## config.mk

```make
export PLATFORM = sky130hd
export DESIGN_NAME = pwmi_top
export DESIGN_NICKNAME = d
export VERILOG_FILES = /design/src/pwmi_period_timer.v /design/src/pwmi_sync.v /design/src/pwmi_top.v
export VERILOG_INCLUDE_DIRS = /design/src
export SDC_FILE = /design/constraint.sdc
export NUM_CORES = 1
export LEC_CHECK = 0
export BUFFER_PORTS_ARGS = -buffer_cell sky130_fd_sc_hd__buf_2
export CELL_PAD_IN_SITES_DETAIL_PLACEMENT = 1
export CELL_PAD_IN_SITES_GLOBAL_PLACEMENT = 1
export CORE_ASPECT_RATIO = 0.6
export CORE_UTILIZATION = 42
export CTS_BUF_LIST = sky130_fd_sc_hd__clkbuf_8
export CTS_CLUSTER_DIAMETER = 200
export CTS_CLUSTER_SIZE = 16
export DETAILED_ROUTE_END_ITERATION = 8
export PLACE_DENSITY_LB_ADDON = 0.12
export SETUP_SLACK_MARGIN = 0.4
export SLEW_MARGIN = 20
export SYNTH_ARGS = -nofsm -noshare
export SYNTH_HDL_FRONTEND = slang
export SYNTH_SLANG_ARGS = --single-unit
```

## constraint.sdc

```tcl
create_clock -name mclk -period 3.1 [get_ports mclk]
set_input_delay 0.31 -clock mclk [delete_from_list [all_inputs] [get_ports mclk]]
set_output_delay 0.31 -clock mclk [all_outputs]
set_load 0.05 [all_outputs]
```

## src/pwmi_defines.vh

```
`ifndef PWMI_DEFINES_VH
`define PWMI_DEFINES_VH

////////////////////////////////////////////////////////////////////////////////
// Register byte offsets
`define PWMI_OFS_CTRL 12'h000
`define PWMI_OFS_PERIOD 12'h004
`define PWMI_OFS_STATUS 12'h008
`define PWMI_OFS_WDOG_CTRL 12'h00C
`define PWMI_OFS_WDOG_ARM 12'h010
`define PWMI_OFS_COUNT 12'h014

////////////////////////////////////////////////////////////////////////////////
// Control register fields
`define PWMI_CTRL_ENABLE 0
`define PWMI_CTRL_CLKSEL 1
`define PWMI_CTRL_EXTACC 2
`define PWMI_CTRL_PIE 3
`define PWMI_CTRL_LSIE 4
`define PWMI_CTRL_HIGH_TEMP_IRQ_ENABLE 5
`define PWMI_CTRL_TRIM_LSB 8
`define PWMI_CTRL_TRIM_MSB 13

////////////////////////////////////////////////////////////////////////////////
// Status register fields
`define PWMI_STAT_PFLAG 0
`define PWMI_STAT_LSFLAG 1
`define PWMI_STAT_HTFLAG 2
`define PWMI_STAT_LSSTAT 4
`define PWMI_STAT_HTSTAT 5

////////////////////////////////////////////////////////////////////////////////
// Watchdog control fields and arm values
`define PWMI_WDOG_SEL_LSB 0
`define PWMI_WDOG_SEL_MSB 2
`define PWMI_WDOG_WIN 3
`define PWMI_WDOG_LOCK 7
`define PWMI_ARM_FIRST 8'h55
`define PWMI_ARM_SECOND 8'hAA

////////////////////////////////////////////////////////////////////////////////
// Reset values
`define PWMI_RST_CTRL 14'h0000
`define PWMI_RST_PERIOD 16'h0000
`define PWMI_RST_WDOG_SEL 3'h0

////////////////////////////////////////////////////////////////////////////////
// Bus responses
`define PWMI_RESP_OKAY 2'h0
`define PWMI_RESP_SLVERR 2'h2

`endif

```

## src/pwmi_period_timer.v

```verilog
`timescale 1ns/1ns
`include "pwmi_defines.vh"
// Reloading down counter of timer ticks
module pwmi_period_timer #(
  parameter WIDTH = 16
) (
  input wire mclk,
  input wire reset_n,
  input wire enable,
  input wire tick,
  input wire [WIDTH-1:0] period,
  output reg [WIDTH-1:0] count,
  output wire expire
);
  reg running;

  // Expiry on the tick that finds the count at zero
  assign expire = enable && running && tick && (count == {WIDTH{1'b0}});

  always @(posedge mclk or negedge reset_n) begin
    if (!reset_n) begin
      running <= 1'b0;
      count <= {WIDTH{1'b0}};
    end else if (!enable) begin
      running <= 1'b0;
      count <= {WIDTH{1'b0}};
    end else if (!running) begin
      running <= 1'b1;
      count <= period;
    end else if (expire) begin
      count <= period;
    end else if (tick) begin
      count <= count - {{(WIDTH-1){1'b0}}, 1'b1};
    end
  end
endmodule // pwmi_period_timer

```

## src/pwmi_sync.v

```verilog
`timescale 1ns/1ns
// Two-flop synchroniser for one comparator level
module pwmi_sync (
  input wire mclk,
  input wire reset_n,
  input wire asyncIn,
  output wire syncOut
);
  reg stage1;
  reg stage2;

  always @(posedge mclk or negedge reset_n) begin
    if (!reset_n) begin
      stage1 <= 1'b0;
      stage2 <= 1'b0;
    end else begin
      stage1 <= asyncIn;
      stage2 <= stage1;
    end
  end

  assign syncOut = stage2;
endmodule // pwmi_sync

```

## src/pwmi_top.v

```verilog
`timescale 1ns/1ns
`include "pwmi_defines.vh"
// Contract
// - Low-supply status follows comparator in full performance
// - Any status change sets flag; enable gates request
// - High-temp status follows comparator in full performance
// - Any status change sets flag; enable gates request
// - Timer runs while enabled, starts at enable
// - Clock select picks RC tick or bus clock
// - Bus-clock source frozen while bus clock off
// - Clock select write ignored while enabled
// - Sixteen-bit period writable only while disabled
// - Elapsed period sets flag and restarts timer
// - Periodic request when flag and enable set
// - First period may be lengthened by start-up
// - Waveform pin driven when enabled and externally accessed
// - Arm with 55 then AA; other value resets
module pwmi_top #(
  parameter PERIOD_WIDTH = 16,
  parameter TRIM_WIDTH = 6,
  parameter WDOG_BASE = 32'h0000_0400
) (
  input wire mclk,
  input wire reset_n,
  input wire [11:0] s_axi_awaddr,
  input wire s_axi_awvalid,
  output wire s_axi_awready,
  input wire [31:0] s_axi_wdata,
  input wire [3:0] s_axi_wstrb,
  input wire s_axi_wvalid,
  output wire s_axi_wready,
  output reg [1:0] s_axi_bresp,
  output reg s_axi_bvalid,
  input wire s_axi_bready,
  input wire [11:0] s_axi_araddr,
  input wire s_axi_arvalid,
  output wire s_axi_arready,
  output reg [31:0] s_axi_rdata,
  output reg [1:0] s_axi_rresp,
  output reg s_axi_rvalid,
  input wire s_axi_rready,
  input wire fullPerformanceMode,
  input wire supplyBelowLevel,
  input wire tempAboveLevel,
  input wire rcClockTick,
  input wire busClockOn,
  output reg [TRIM_WIDTH-1:0] rcClockTrim,
  output reg periodicWaveformPin,
  output reg lowSupplyIrq,
  output reg highTempIrq,
  output reg periodicIrq,
  output reg watchdogReset
);

  ////////////////////////////////////////////////////////////////////////////
  // Byte-lane merge for register writes
  function [31:0] mergeBytes;
    input [31:0] oldValue;
    input [31:0] newValue;
    input [3:0] strobe;
    integer i;
    begin
      mergeBytes = oldValue;
      for (i = 0; i < 4; i = i + 1) begin
        if (strobe[i]) begin
          mergeBytes[i*8 +: 8] = newValue[i*8 +: 8];
        end
      end
    end
  endfunction

  ////////////////////////////////////////////////////////////////////////////
  // Control state
  reg periodic_timer_enable;
  reg periodic_timer_clock_select;
  reg periodic_external_access;
  reg periodic_irq_enable;
  reg low_supply_irq_enable;
  reg high_temp_irq_enable;
  reg [PERIOD_WIDTH-1:0] periodic_timer_period;
  reg periodic_timer_flag;
  reg low_supply_irq_flag;
  reg high_temp_irq_flag;
  reg low_supply_status;
  reg high_temp_status;
  reg [2:0] watchdog_period_select;
  reg watchdog_window_enable;
  reg watchdogLocked;
  reg watchdogArmed;
  reg [31:0] watchdogCount;
  reg waveform;

  ////////////////////////////////////////////////////////////////////////////
  // AXI4-Lite write channel capture
  reg awHave;
  reg wHave;
  reg [11:0] awAddr;
  reg [31:0] wData;
  reg [3:0] wStrb;
  wire doWrite;

  assign s_axi_awready = !awHave;
  assign s_axi_wready = !wHave;
  assign doWrite = awHave && wHave && !s_axi_bvalid;

  always @(posedge mclk or negedge reset_n) begin
    if (!reset_n) begin
      awHave <= 1'b0;
      wHave <= 1'b0;
      awAddr <= 12'h000;
      wData <= 32'h0000_0000;
      wStrb <= 4'h0;
      s_axi_bvalid <= 1'b0;
      s_axi_bresp <= `PWMI_RESP_OKAY;
    end else begin
      if (s_axi_awvalid && !awHave) begin
        awHave <= 1'b1;
        awAddr <= s_axi_awaddr;
      end
      if (s_axi_wvalid && !wHave) begin
        wHave <= 1'b1;
        wData <= s_axi_wdata;
        wStrb <= s_axi_wstrb;
      end
      if (doWrite) begin
        awHave <= 1'b0;
        wHave <= 1'b0;
        s_axi_bvalid <= 1'b1;
        if (awAddr == `PWMI_OFS_CTRL || awAddr == `PWMI_OFS_PERIOD ||
            awAddr == `PWMI_OFS_STATUS || awAddr == `PWMI_OFS_WDOG_CTRL ||
            awAddr == `PWMI_OFS_WDOG_ARM || awAddr == `PWMI_OFS_COUNT) begin
          s_axi_bresp <= `PWMI_RESP_OKAY;
        end else begin
          s_axi_bresp <= `PWMI_RESP_SLVERR;
        end
      end else if (s_axi_bvalid && s_axi_bready) begin
        s_axi_bvalid <= 1'b0;
      end
    end
  end

  wire wrCtrl = doWrite && awAddr == `PWMI_OFS_CTRL;
  wire wrPeriod = doWrite && awAddr == `PWMI_OFS_PERIOD;
  wire wrStatus = doWrite && awAddr == `PWMI_OFS_STATUS;
  wire wrWdogCtrl = doWrite && awAddr == `PWMI_OFS_WDOG_CTRL;
  wire wrWdogArm = doWrite && awAddr == `PWMI_OFS_WDOG_ARM && wStrb[0];
  wire [31:0] ctrlMerged = mergeBytes(32'h0000_0000, wData, wStrb);
  wire [31:0] periodMerged = mergeBytes({{(32-PERIOD_WIDTH){1'b0}}, periodic_timer_period}, wData, wStrb);

  ////////////////////////////////////////////////////////////////////////////
  // Comparator synchronisers
  wire [1:0] compRaw = {tempAboveLevel, supplyBelowLevel};
  wire [1:0] compSync;
  genvar g;
  generate
    for (g = 0; g < 2; g = g + 1) begin : gSync
      pwmi_sync uSync (
        .mclk(mclk),
        .reset_n(reset_n),
        .asyncIn(compRaw[g]),
        .syncOut(compSync[g])
      );
    end
  endgenerate

  // Status follows comparator only in full performance mode
  wire next_low_supply_status =
    fullPerformanceMode ? compSync[0] : low_supply_status;
  wire next_high_temp_status =
    fullPerformanceMode ? compSync[1] : high_temp_status;
  wire lowSupplyChange = next_low_supply_status != low_supply_status;
  wire highTempChange = next_high_temp_status != high_temp_status;

  ////////////////////////////////////////////////////////////////////////////
  // Periodic timer
  wire timerTick;
  wire timerExpire;
  wire [PERIOD_WIDTH-1:0] timerCount;

  // Bus clock source stalls while the bus clock is off
  assign timerTick = periodic_timer_clock_select ? busClockOn : rcClockTick;

  pwmi_period_timer #(
    .WIDTH(PERIOD_WIDTH)
  ) uTimer (
    .mclk(mclk),
    .reset_n(reset_n),
    .enable(periodic_timer_enable),
    .tick(timerTick),
    .period(periodic_timer_period),
    .count(timerCount),
    .expire(timerExpire)
  );

  ////////////////////////////////////////////////////////////////////////////
  // Control and status registers
  always @(posedge mclk or negedge reset_n) begin
    if (!reset_n) begin
      periodic_timer_enable <= 1'b0;
      periodic_timer_clock_select <= 1'b0;
      periodic_external_access <= 1'b0;
      periodic_irq_enable <= 1'b0;
      low_supply_irq_enable <= 1'b0;
      high_temp_irq_enable <= 1'b0;
      rcClockTrim <= {TRIM_WIDTH{1'b0}};
      periodic_timer_period <= `PWMI_RST_PERIOD;
      periodic_timer_flag <= 1'b0;
      low_supply_irq_flag <= 1'b0;
      high_temp_irq_flag <= 1'b0;
      low_supply_status <= 1'b0;
      high_temp_status <= 1'b0;
      waveform <= 1'b0;
    end else begin
      if (wrCtrl && wStrb[0]) begin
        periodic_timer_enable <= ctrlMerged[`PWMI_CTRL_ENABLE];
        if (!periodic_timer_enable) begin
          periodic_timer_clock_select <= ctrlMerged[`PWMI_CTRL_CLKSEL];
        end
        periodic_external_access <= ctrlMerged[`PWMI_CTRL_EXTACC];
        periodic_irq_enable <= ctrlMerged[`PWMI_CTRL_PIE];
        low_supply_irq_enable <= ctrlMerged[`PWMI_CTRL_LSIE];
        high_temp_irq_enable <= ctrlMerged[`PWMI_CTRL_HIGH_TEMP_IRQ_ENABLE];
      end
      if (wrCtrl && wStrb[1]) begin
        rcClockTrim <= ctrlMerged[`PWMI_CTRL_TRIM_MSB:`PWMI_CTRL_TRIM_LSB];
      end
      if (wrPeriod && !periodic_timer_enable) begin
        periodic_timer_period <= periodMerged[PERIOD_WIDTH-1:0];
      end
      low_supply_status <= next_low_supply_status;
      high_temp_status <= next_high_temp_status;
      // Hardware set wins over a write-one clear in the same cycle
      periodic_timer_flag <= timerExpire ||
        (periodic_timer_flag && !(wrStatus && wStrb[0] &&
        wData[`PWMI_STAT_PFLAG]));
      low_supply_irq_flag <= lowSupplyChange ||
        (low_supply_irq_flag && !(wrStatus && wStrb[0] &&
        wData[`PWMI_STAT_LSFLAG]));
      high_temp_irq_flag <= highTempChange ||
        (high_temp_irq_flag && !(wrStatus && wStrb[0] &&
        wData[`PWMI_STAT_HTFLAG]));
      if (!periodic_timer_enable) begin
        waveform <= 1'b0;
      end else if (timerExpire) begin
        waveform <= !waveform;
      end
    end
  end

  ////////////////////////////////////////////////////////////////////////////
  // Watchdog
  wire [31:0] wdTimeout = WDOG_BASE << {watchdog_period_select, 1'b0};
  wire wdRunning = watchdog_period_select != 3'h0;
  wire [31:0] wdWindowStart = wdTimeout - (wdTimeout >> 2);
  wire [7:0] armByte = wData[7:0];
  wire armGood = armByte == `PWMI_ARM_FIRST || armByte == `PWMI_ARM_SECOND;
  wire armEarly = watchdog_window_enable && watchdogCount < wdWindowStart;
  wire wdBadWrite = wdRunning && wrWdogArm && (!armGood || armEarly);
  wire wdTimeoutHit = wdRunning && watchdogCount >= wdTimeout - 32'h0000_0001;
  wire wdRestart = wdRunning && wrWdogArm && !wdBadWrite && watchdogArmed &&
    armByte == `PWMI_ARM_SECOND;

  always @(posedge mclk or negedge reset_n) begin
    if (!reset_n) begin
      watchdog_period_select <= `PWMI_RST_WDOG_SEL;
      watchdog_window_enable <= 1'b0;
      watchdogLocked <= 1'b0;
      watchdogArmed <= 1'b0;
      watchdogCount <= 32'h0000_0000;
      watchdogReset <= 1'b0;
    end else begin
      // One configuration write is taken, then the fields lock
      if (wrWdogCtrl && wStrb[0] && !watchdogLocked) begin
        watchdog_period_select <= wData[`PWMI_WDOG_SEL_MSB:`PWMI_WDOG_SEL_LSB];
        watchdog_window_enable <= wData[`PWMI_WDOG_WIN];
        watchdogLocked <= 1'b1;
      end
      watchdogReset <= wdBadWrite || wdTimeoutHit;
      if (!wdRunning || wdBadWrite || wdTimeoutHit || wdRestart) begin
        watchdogCount <= 32'h0000_0000;
        watchdogArmed <= 1'b0;
      end else begin
        watchdogCount <= watchdogCount + 32'h0000_0001;
        if (wrWdogArm) begin
          watchdogArmed <= armByte == `PWMI_ARM_FIRST;
        end
      end
    end
  end

  ////////////////////////////////////////////////////////////////////////////
  // Registered outputs
  always @(posedge mclk or negedge reset_n) begin
    if (!reset_n) begin
      lowSupplyIrq <= 1'b0;
      highTempIrq <= 1'b0;
      periodicIrq <= 1'b0;
      periodicWaveformPin <= 1'b0;
    end else begin
      lowSupplyIrq <= low_supply_irq_flag && low_supply_irq_enable;
      highTempIrq <= high_temp_irq_flag && high_temp_irq_enable;
      periodicIrq <= periodic_timer_flag && periodic_irq_enable;
      periodicWaveformPin <= waveform && periodic_timer_enable &&
        periodic_external_access;
    end
  end

  ////////////////////////////////////////////////////////////////////////////
  // AXI4-Lite read channel
  reg [31:0] next_rdata;
  reg [1:0] next_rresp;

  assign s_axi_arready = !s_axi_rvalid;

  always @* begin
    next_rdata = 32'h0000_0000;
    next_rresp = `PWMI_RESP_OKAY;
    if (s_axi_araddr == `PWMI_OFS_CTRL) begin
      next_rdata[`PWMI_CTRL_ENABLE] = periodic_timer_enable;
      next_rdata[`PWMI_CTRL_CLKSEL] = periodic_timer_clock_select;
      next_rdata[`PWMI_CTRL_EXTACC] = periodic_external_access;
      next_rdata[`PWMI_CTRL_PIE] = periodic_irq_enable;
      next_rdata[`PWMI_CTRL_LSIE] = low_supply_irq_enable;
      next_rdata[`PWMI_CTRL_HIGH_TEMP_IRQ_ENABLE] = high_temp_irq_enable;
      next_rdata[`PWMI_CTRL_TRIM_MSB:`PWMI_CTRL_TRIM_LSB] = rcClockTrim;
    end else if (s_axi_araddr == `PWMI_OFS_PERIOD) begin
      next_rdata[PERIOD_WIDTH-1:0] = periodic_timer_period;
    end else if (s_axi_araddr == `PWMI_OFS_STATUS) begin
      next_rdata[`PWMI_STAT_PFLAG] = periodic_timer_flag;
      next_rdata[`PWMI_STAT_LSFLAG] = low_supply_irq_flag;
      next_rdata[`PWMI_STAT_HTFLAG] = high_temp_irq_flag;
      next_rdata[`PWMI_STAT_LSSTAT] = low_supply_status;
      next_rdata[`PWMI_STAT_HTSTAT] = high_temp_status;
    end else if (s_axi_araddr == `PWMI_OFS_WDOG_CTRL) begin
      next_rdata[`PWMI_WDOG_SEL_MSB:`PWMI_WDOG_SEL_LSB] = watchdog_period_select;
      next_rdata[`PWMI_WDOG_WIN] = watchdog_window_enable;
      next_rdata[`PWMI_WDOG_LOCK] = watchdogLocked;
    end else if (s_axi_araddr == `PWMI_OFS_WDOG_ARM) begin
      next_rdata = 32'h0000_0000;
    end else if (s_axi_araddr == `PWMI_OFS_COUNT) begin
      next_rdata[PERIOD_WIDTH-1:0] = timerCount;
    end else begin
      next_rresp = `PWMI_RESP_SLVERR;
    end
  end

  always @(posedge mclk or negedge reset_n) begin
    if (!reset_n) begin
      s_axi_rvalid <= 1'b0;
      s_axi_rdata <= 32'h0000_0000;
      s_axi_rresp <= `PWMI_RESP_OKAY;
    end else if (s_axi_arvalid && !s_axi_rvalid) begin
      s_axi_rvalid <= 1'b1;
      s_axi_rdata <= next_rdata;
      s_axi_rresp <= next_rresp;
    end else if (s_axi_rvalid && s_axi_rready) begin
      s_axi_rvalid <= 1'b0;
    end
  end

endmodule // pwmi_top

```

==> results.toml <==
[setup_path]
slowest_cell_on_crit_path = "sky130_fd_sc_hd__or4_4"
r2r_start = "watchdog_period_select[1]"
critical-path-max-stage-delay_ps = 550
critical_path.endpoint_type = "flop"
cpLargestDelayFamily = "simple AND/OR/NAND/NOR gates"
worst-setup-path-type = "flop to flop"
reg2reg_setup_slack_ps = -100
crit_path_max_fanout = 19
crit-reg2reg-capture = "watchdogCount[4]"
worstPathBufferInverterCount = 3
critical_path_required_ps = 3490
timing.critical_path.arrival_ps = 3590
worstPathCellList = "buf_6 -> buf_6 -> nand2_4 -> or2_4 -> ha_4 -> or4_4 -> ha_4 -> and4_4 -> nand4_1 -> o2111ai_4 -> nand3_4 -> buf_12 -> nor2_1"
worst-r2r-cell-count = 13
start_kind = "flop"

[sta]
number_of_hold_violations_in_the_final_report = 0
finalSetupViolCount = 26
relSlewSlack_pct = 30.06
post-route-min-period_ps = 3198
final.period_utilization_pct = 103.2
rsz_0062_raised_after_global_routing = "yes"
setup_ws_post_layout_ps = -97.85
finClkSkew_ps = 23.47
timing.fmax_mhz = 312.7
max_slew.worst_pin.slew_ps = 1047
final-max-slew-violation-count = 0

[floorplanning]
num_io_pins = 124
chipHeight_um = 107.4
floorplan.initialDensity_pct = 43.03
horizontal_extent_of_the_die_um = 177.6
core.rowCount = 38
die_outline_area_um2 = 19070
floorplan.core_area_um2 = 18070

[synth]
post_synth_num_cell_types = 61
synthesis.yosys.warnings = 0
postSynthRegisterBits = 150
synthesis.area_um2 = 7774
synthesis.instances = 742
synth.yosys.seq_area_share_pct = 48.29
synth_edf_count = 0
synth.avg_cell_area_um2 = 10.48
proportion_of_register_bits_with_asynchronous_set_or_reset_after_synthesis_pct = 100.0
synth_flop_cell = "sky130_fd_sc_hd__dfrtp_1"

[route]
detail_route.drc_violations = 0
drt_antenna_net_count = 0
drt_iter0_drc = 468
number_of_optimization_iterations_in_the_first_detailed_route_pass = 5
vias = 6428
detail_route.vias_per_cell = 5.629
routed_wirelength_mm = 23.49
detail_route.wl_per_cell_um = 20.57

[clock_tree]
cts.path.max_buffers = 2
ctsHtreeMaxLevel = 4
clk-insertion-delay-late_ps = 470
cts_made_buffers = 17
cts_root_buffer = "sky130_fd_sc_hd__clkbuf_8"
clock_sinks = 150
tritoncts = "yes"
clock_transition_time_at_the_flip_flop_clock_pins_of_the_worst_setup_and_hold_paths_ps = 90

[min_path]
worstHoldPathCells = 2
min-delay-start = "s_axi_bready"
timing.hold.worst.class = "input pin to flop"
worstHoldEndpoint = "s_axi_bvalid"

[power]
power_mw = 5.323
power.ir.vdd_worst_mv = 0.4797
static-leakage-power_nw = 4.376
power_per_cell_area_nw_per_um2 = 547.1

[outcome]
violations = "negative setup slack"
status = "finished, violations left"

[placed_design]
place_congestion = 0.8933
dpl.cell_count = 1090
io_buffer_count = 87
dp_hpwl_mm = 16.92

[flow_run]
max_cap_viol_count = 0

[cells_and_area]
layout.filler_cells = 1977
post_route_cells_drive_above_1_share_pct = 34.85
area_delta_synth_final_pct = 25.16
final_cell_mix = "147 x sky130_fd_sc_hd__dfrtp_1, 86 x sky130_fd_sc_hd__buf_2, 61 x sky130_fd_sc_hd__nor2_1"
layout.cells.most_common = "sky130_fd_sc_hd__dfrtp_1"
utilization_pct = 53.85
sequential_cell_area_um2 = 3757
design.final.nets = 999
finalNonFillerCells = 1142
multi_input_area_um2 = 4210

[global_route]
groute.usage.overall_pct = 25.74
antenna_found_initial = 1
grt_first_pass_wirelength_mm = 36.89
global_route.overflow_total = 0
grt_start_max_net_pins = 72
via_count_of_the_first_global_routing_pass = 6665
through the flow:
stage	TNS, ps	hold WS [ps]	setup WS (ps)	cell area (µm²)
after floorplan	0	14.41	130.3	7986
after global placement	-2080	239.8	-83.00	8783
after detailed placement	-7606	239.7	-323.3	8783
after CTS	-509.9	10.13	-51.15	9529
after global routing	-5077	21.81	-226.8	9727
final	-1657	28.69	-97.85	9729
kinds of logic after synthesis:
logic type / share of synthesized area [%]
AO/OA/AOI/OAI: 10.51
AND/OR/NAND/NOR: 17.43
adder cells (fa/ha/maj): 6.116
flip-flops: 48.29
buffers and inverters: 3.863
other: 0.04824
XOR/XNOR: 3.380
multiplexers: 10.37
power by group:
part	switching (mW)	internal [mW]	total, mW
Combinational	0.687	0.442	1.13
Clock	0.781	0.834	1.62
Sequential	0.333	2.25	2.58
Total	1.80	3.52	5.32
cell type report:
| type | count | share of cell area [%] |
|---|---|---|
| antenna | 1 | 0.02572 |
| clock buffer | 19 | 2.688 |
| clock inverter | 12 | 1.582 |
| inverter | 15 | 0.6044 |
| multi-input combinational | 555 | 43.27 |
| sequential | 150 | 38.62 |
| tap | 240 | 3.086 |
| timing repair buffer | 150 | 10.12 |
sequential cells by signal, indices dropped and copies added, names as in the netlist, 3 cells and up:
register / count
watchdogCount: 32
periodic_timer_period: 16
s_axi_rdata: 16
uTimer.count: 16
wData: 16
awAddr: 12
rcClockTrim: 6
watchdog_period_select: 3
cells in the mapped netlist (5+ instances only):
master | n | share of area (%)
sky130_fd_sc_hd__a211oi_1 | 7 | 0.68
sky130_fd_sc_hd__a21oi_1 | 27 | 1.7
sky130_fd_sc_hd__a22oi_1 | 12 | 1.2
sky130_fd_sc_hd__a31oi_1 | 11 | 0.89
sky130_fd_sc_hd__and2_1 | 8 | 0.64
sky130_fd_sc_hd__and3_1 | 7 | 0.56
sky130_fd_sc_hd__buf_4 | 18 | 1.7
sky130_fd_sc_hd__clkbuf_1 | 24 | 1.2
sky130_fd_sc_hd__dfrtp_1 | 150 | 48
sky130_fd_sc_hd__ha_1 | 38 | 6.1
sky130_fd_sc_hd__inv_1 | 15 | 0.72
sky130_fd_sc_hd__mux2_2 | 65 | 9.4
sky130_fd_sc_hd__nand2_1 | 60 | 2.9
sky130_fd_sc_hd__nand2b_1 | 8 | 0.64
sky130_fd_sc_hd__nand3_1 | 30 | 1.9
sky130_fd_sc_hd__nand3b_1 | 5 | 0.48
sky130_fd_sc_hd__nand4_1 | 11 | 0.89
sky130_fd_sc_hd__nor2_1 | 75 | 3.6
sky130_fd_sc_hd__nor2b_1 | 10 | 0.80
sky130_fd_sc_hd__nor3_1 | 9 | 0.58
sky130_fd_sc_hd__nor4_1 | 8 | 0.64
sky130_fd_sc_hd__o21ai_0 | 33 | 2.1
sky130_fd_sc_hd__o22ai_1 | 6 | 0.48
sky130_fd_sc_hd__or3_1 | 6 | 0.48
sky130_fd_sc_hd__xnor2_1 | 10 | 1.1
sky130_fd_sc_hd__xor2_1 | 20 | 2.3
per-layer routing:
| layer | wire length (µm) | global-route usage [%] | up-vias |
|---|---|---|---|
| met1 | 11630 | 37.42 | 3267 |
| met2 | 10100 | 37.67 | 200 |
| met4 | 337 | 7.631 | 2 |
| li1 | - | - | 2928 |
| met5 | 13 | 0 | - |
| met3 | 1406 | 6.321 | 31 |
timing repair:
action,CTS,global route
pin swaps,17,9
hold buffers,4,0
setup buffers,13,3
endpoints found under the hold margin,40,0
resized for setup,48,41
setup endpoints to repair,40,55
worst max path at each step:
stage,startpoint,end,slack (ps),cells past startpoint
after detailed placement,watchdog_period_select[1],watchdogCount[23],-320,15
after floorplan,watchdog_period_select[1],watchdogCount[20],130,12
after CTS,watchdog_period_select[2],watchdogCount[4],-50,16
final,watchdog_period_select[1],watchdogCount[4],-100,13
after global routing,watchdog_period_select[1],watchdogCount[17],-230,16
after global placement,watchdog_period_select[0],watchdogCount[19],-80,17
Note: power is estimated with default switching activity, not from simulation.
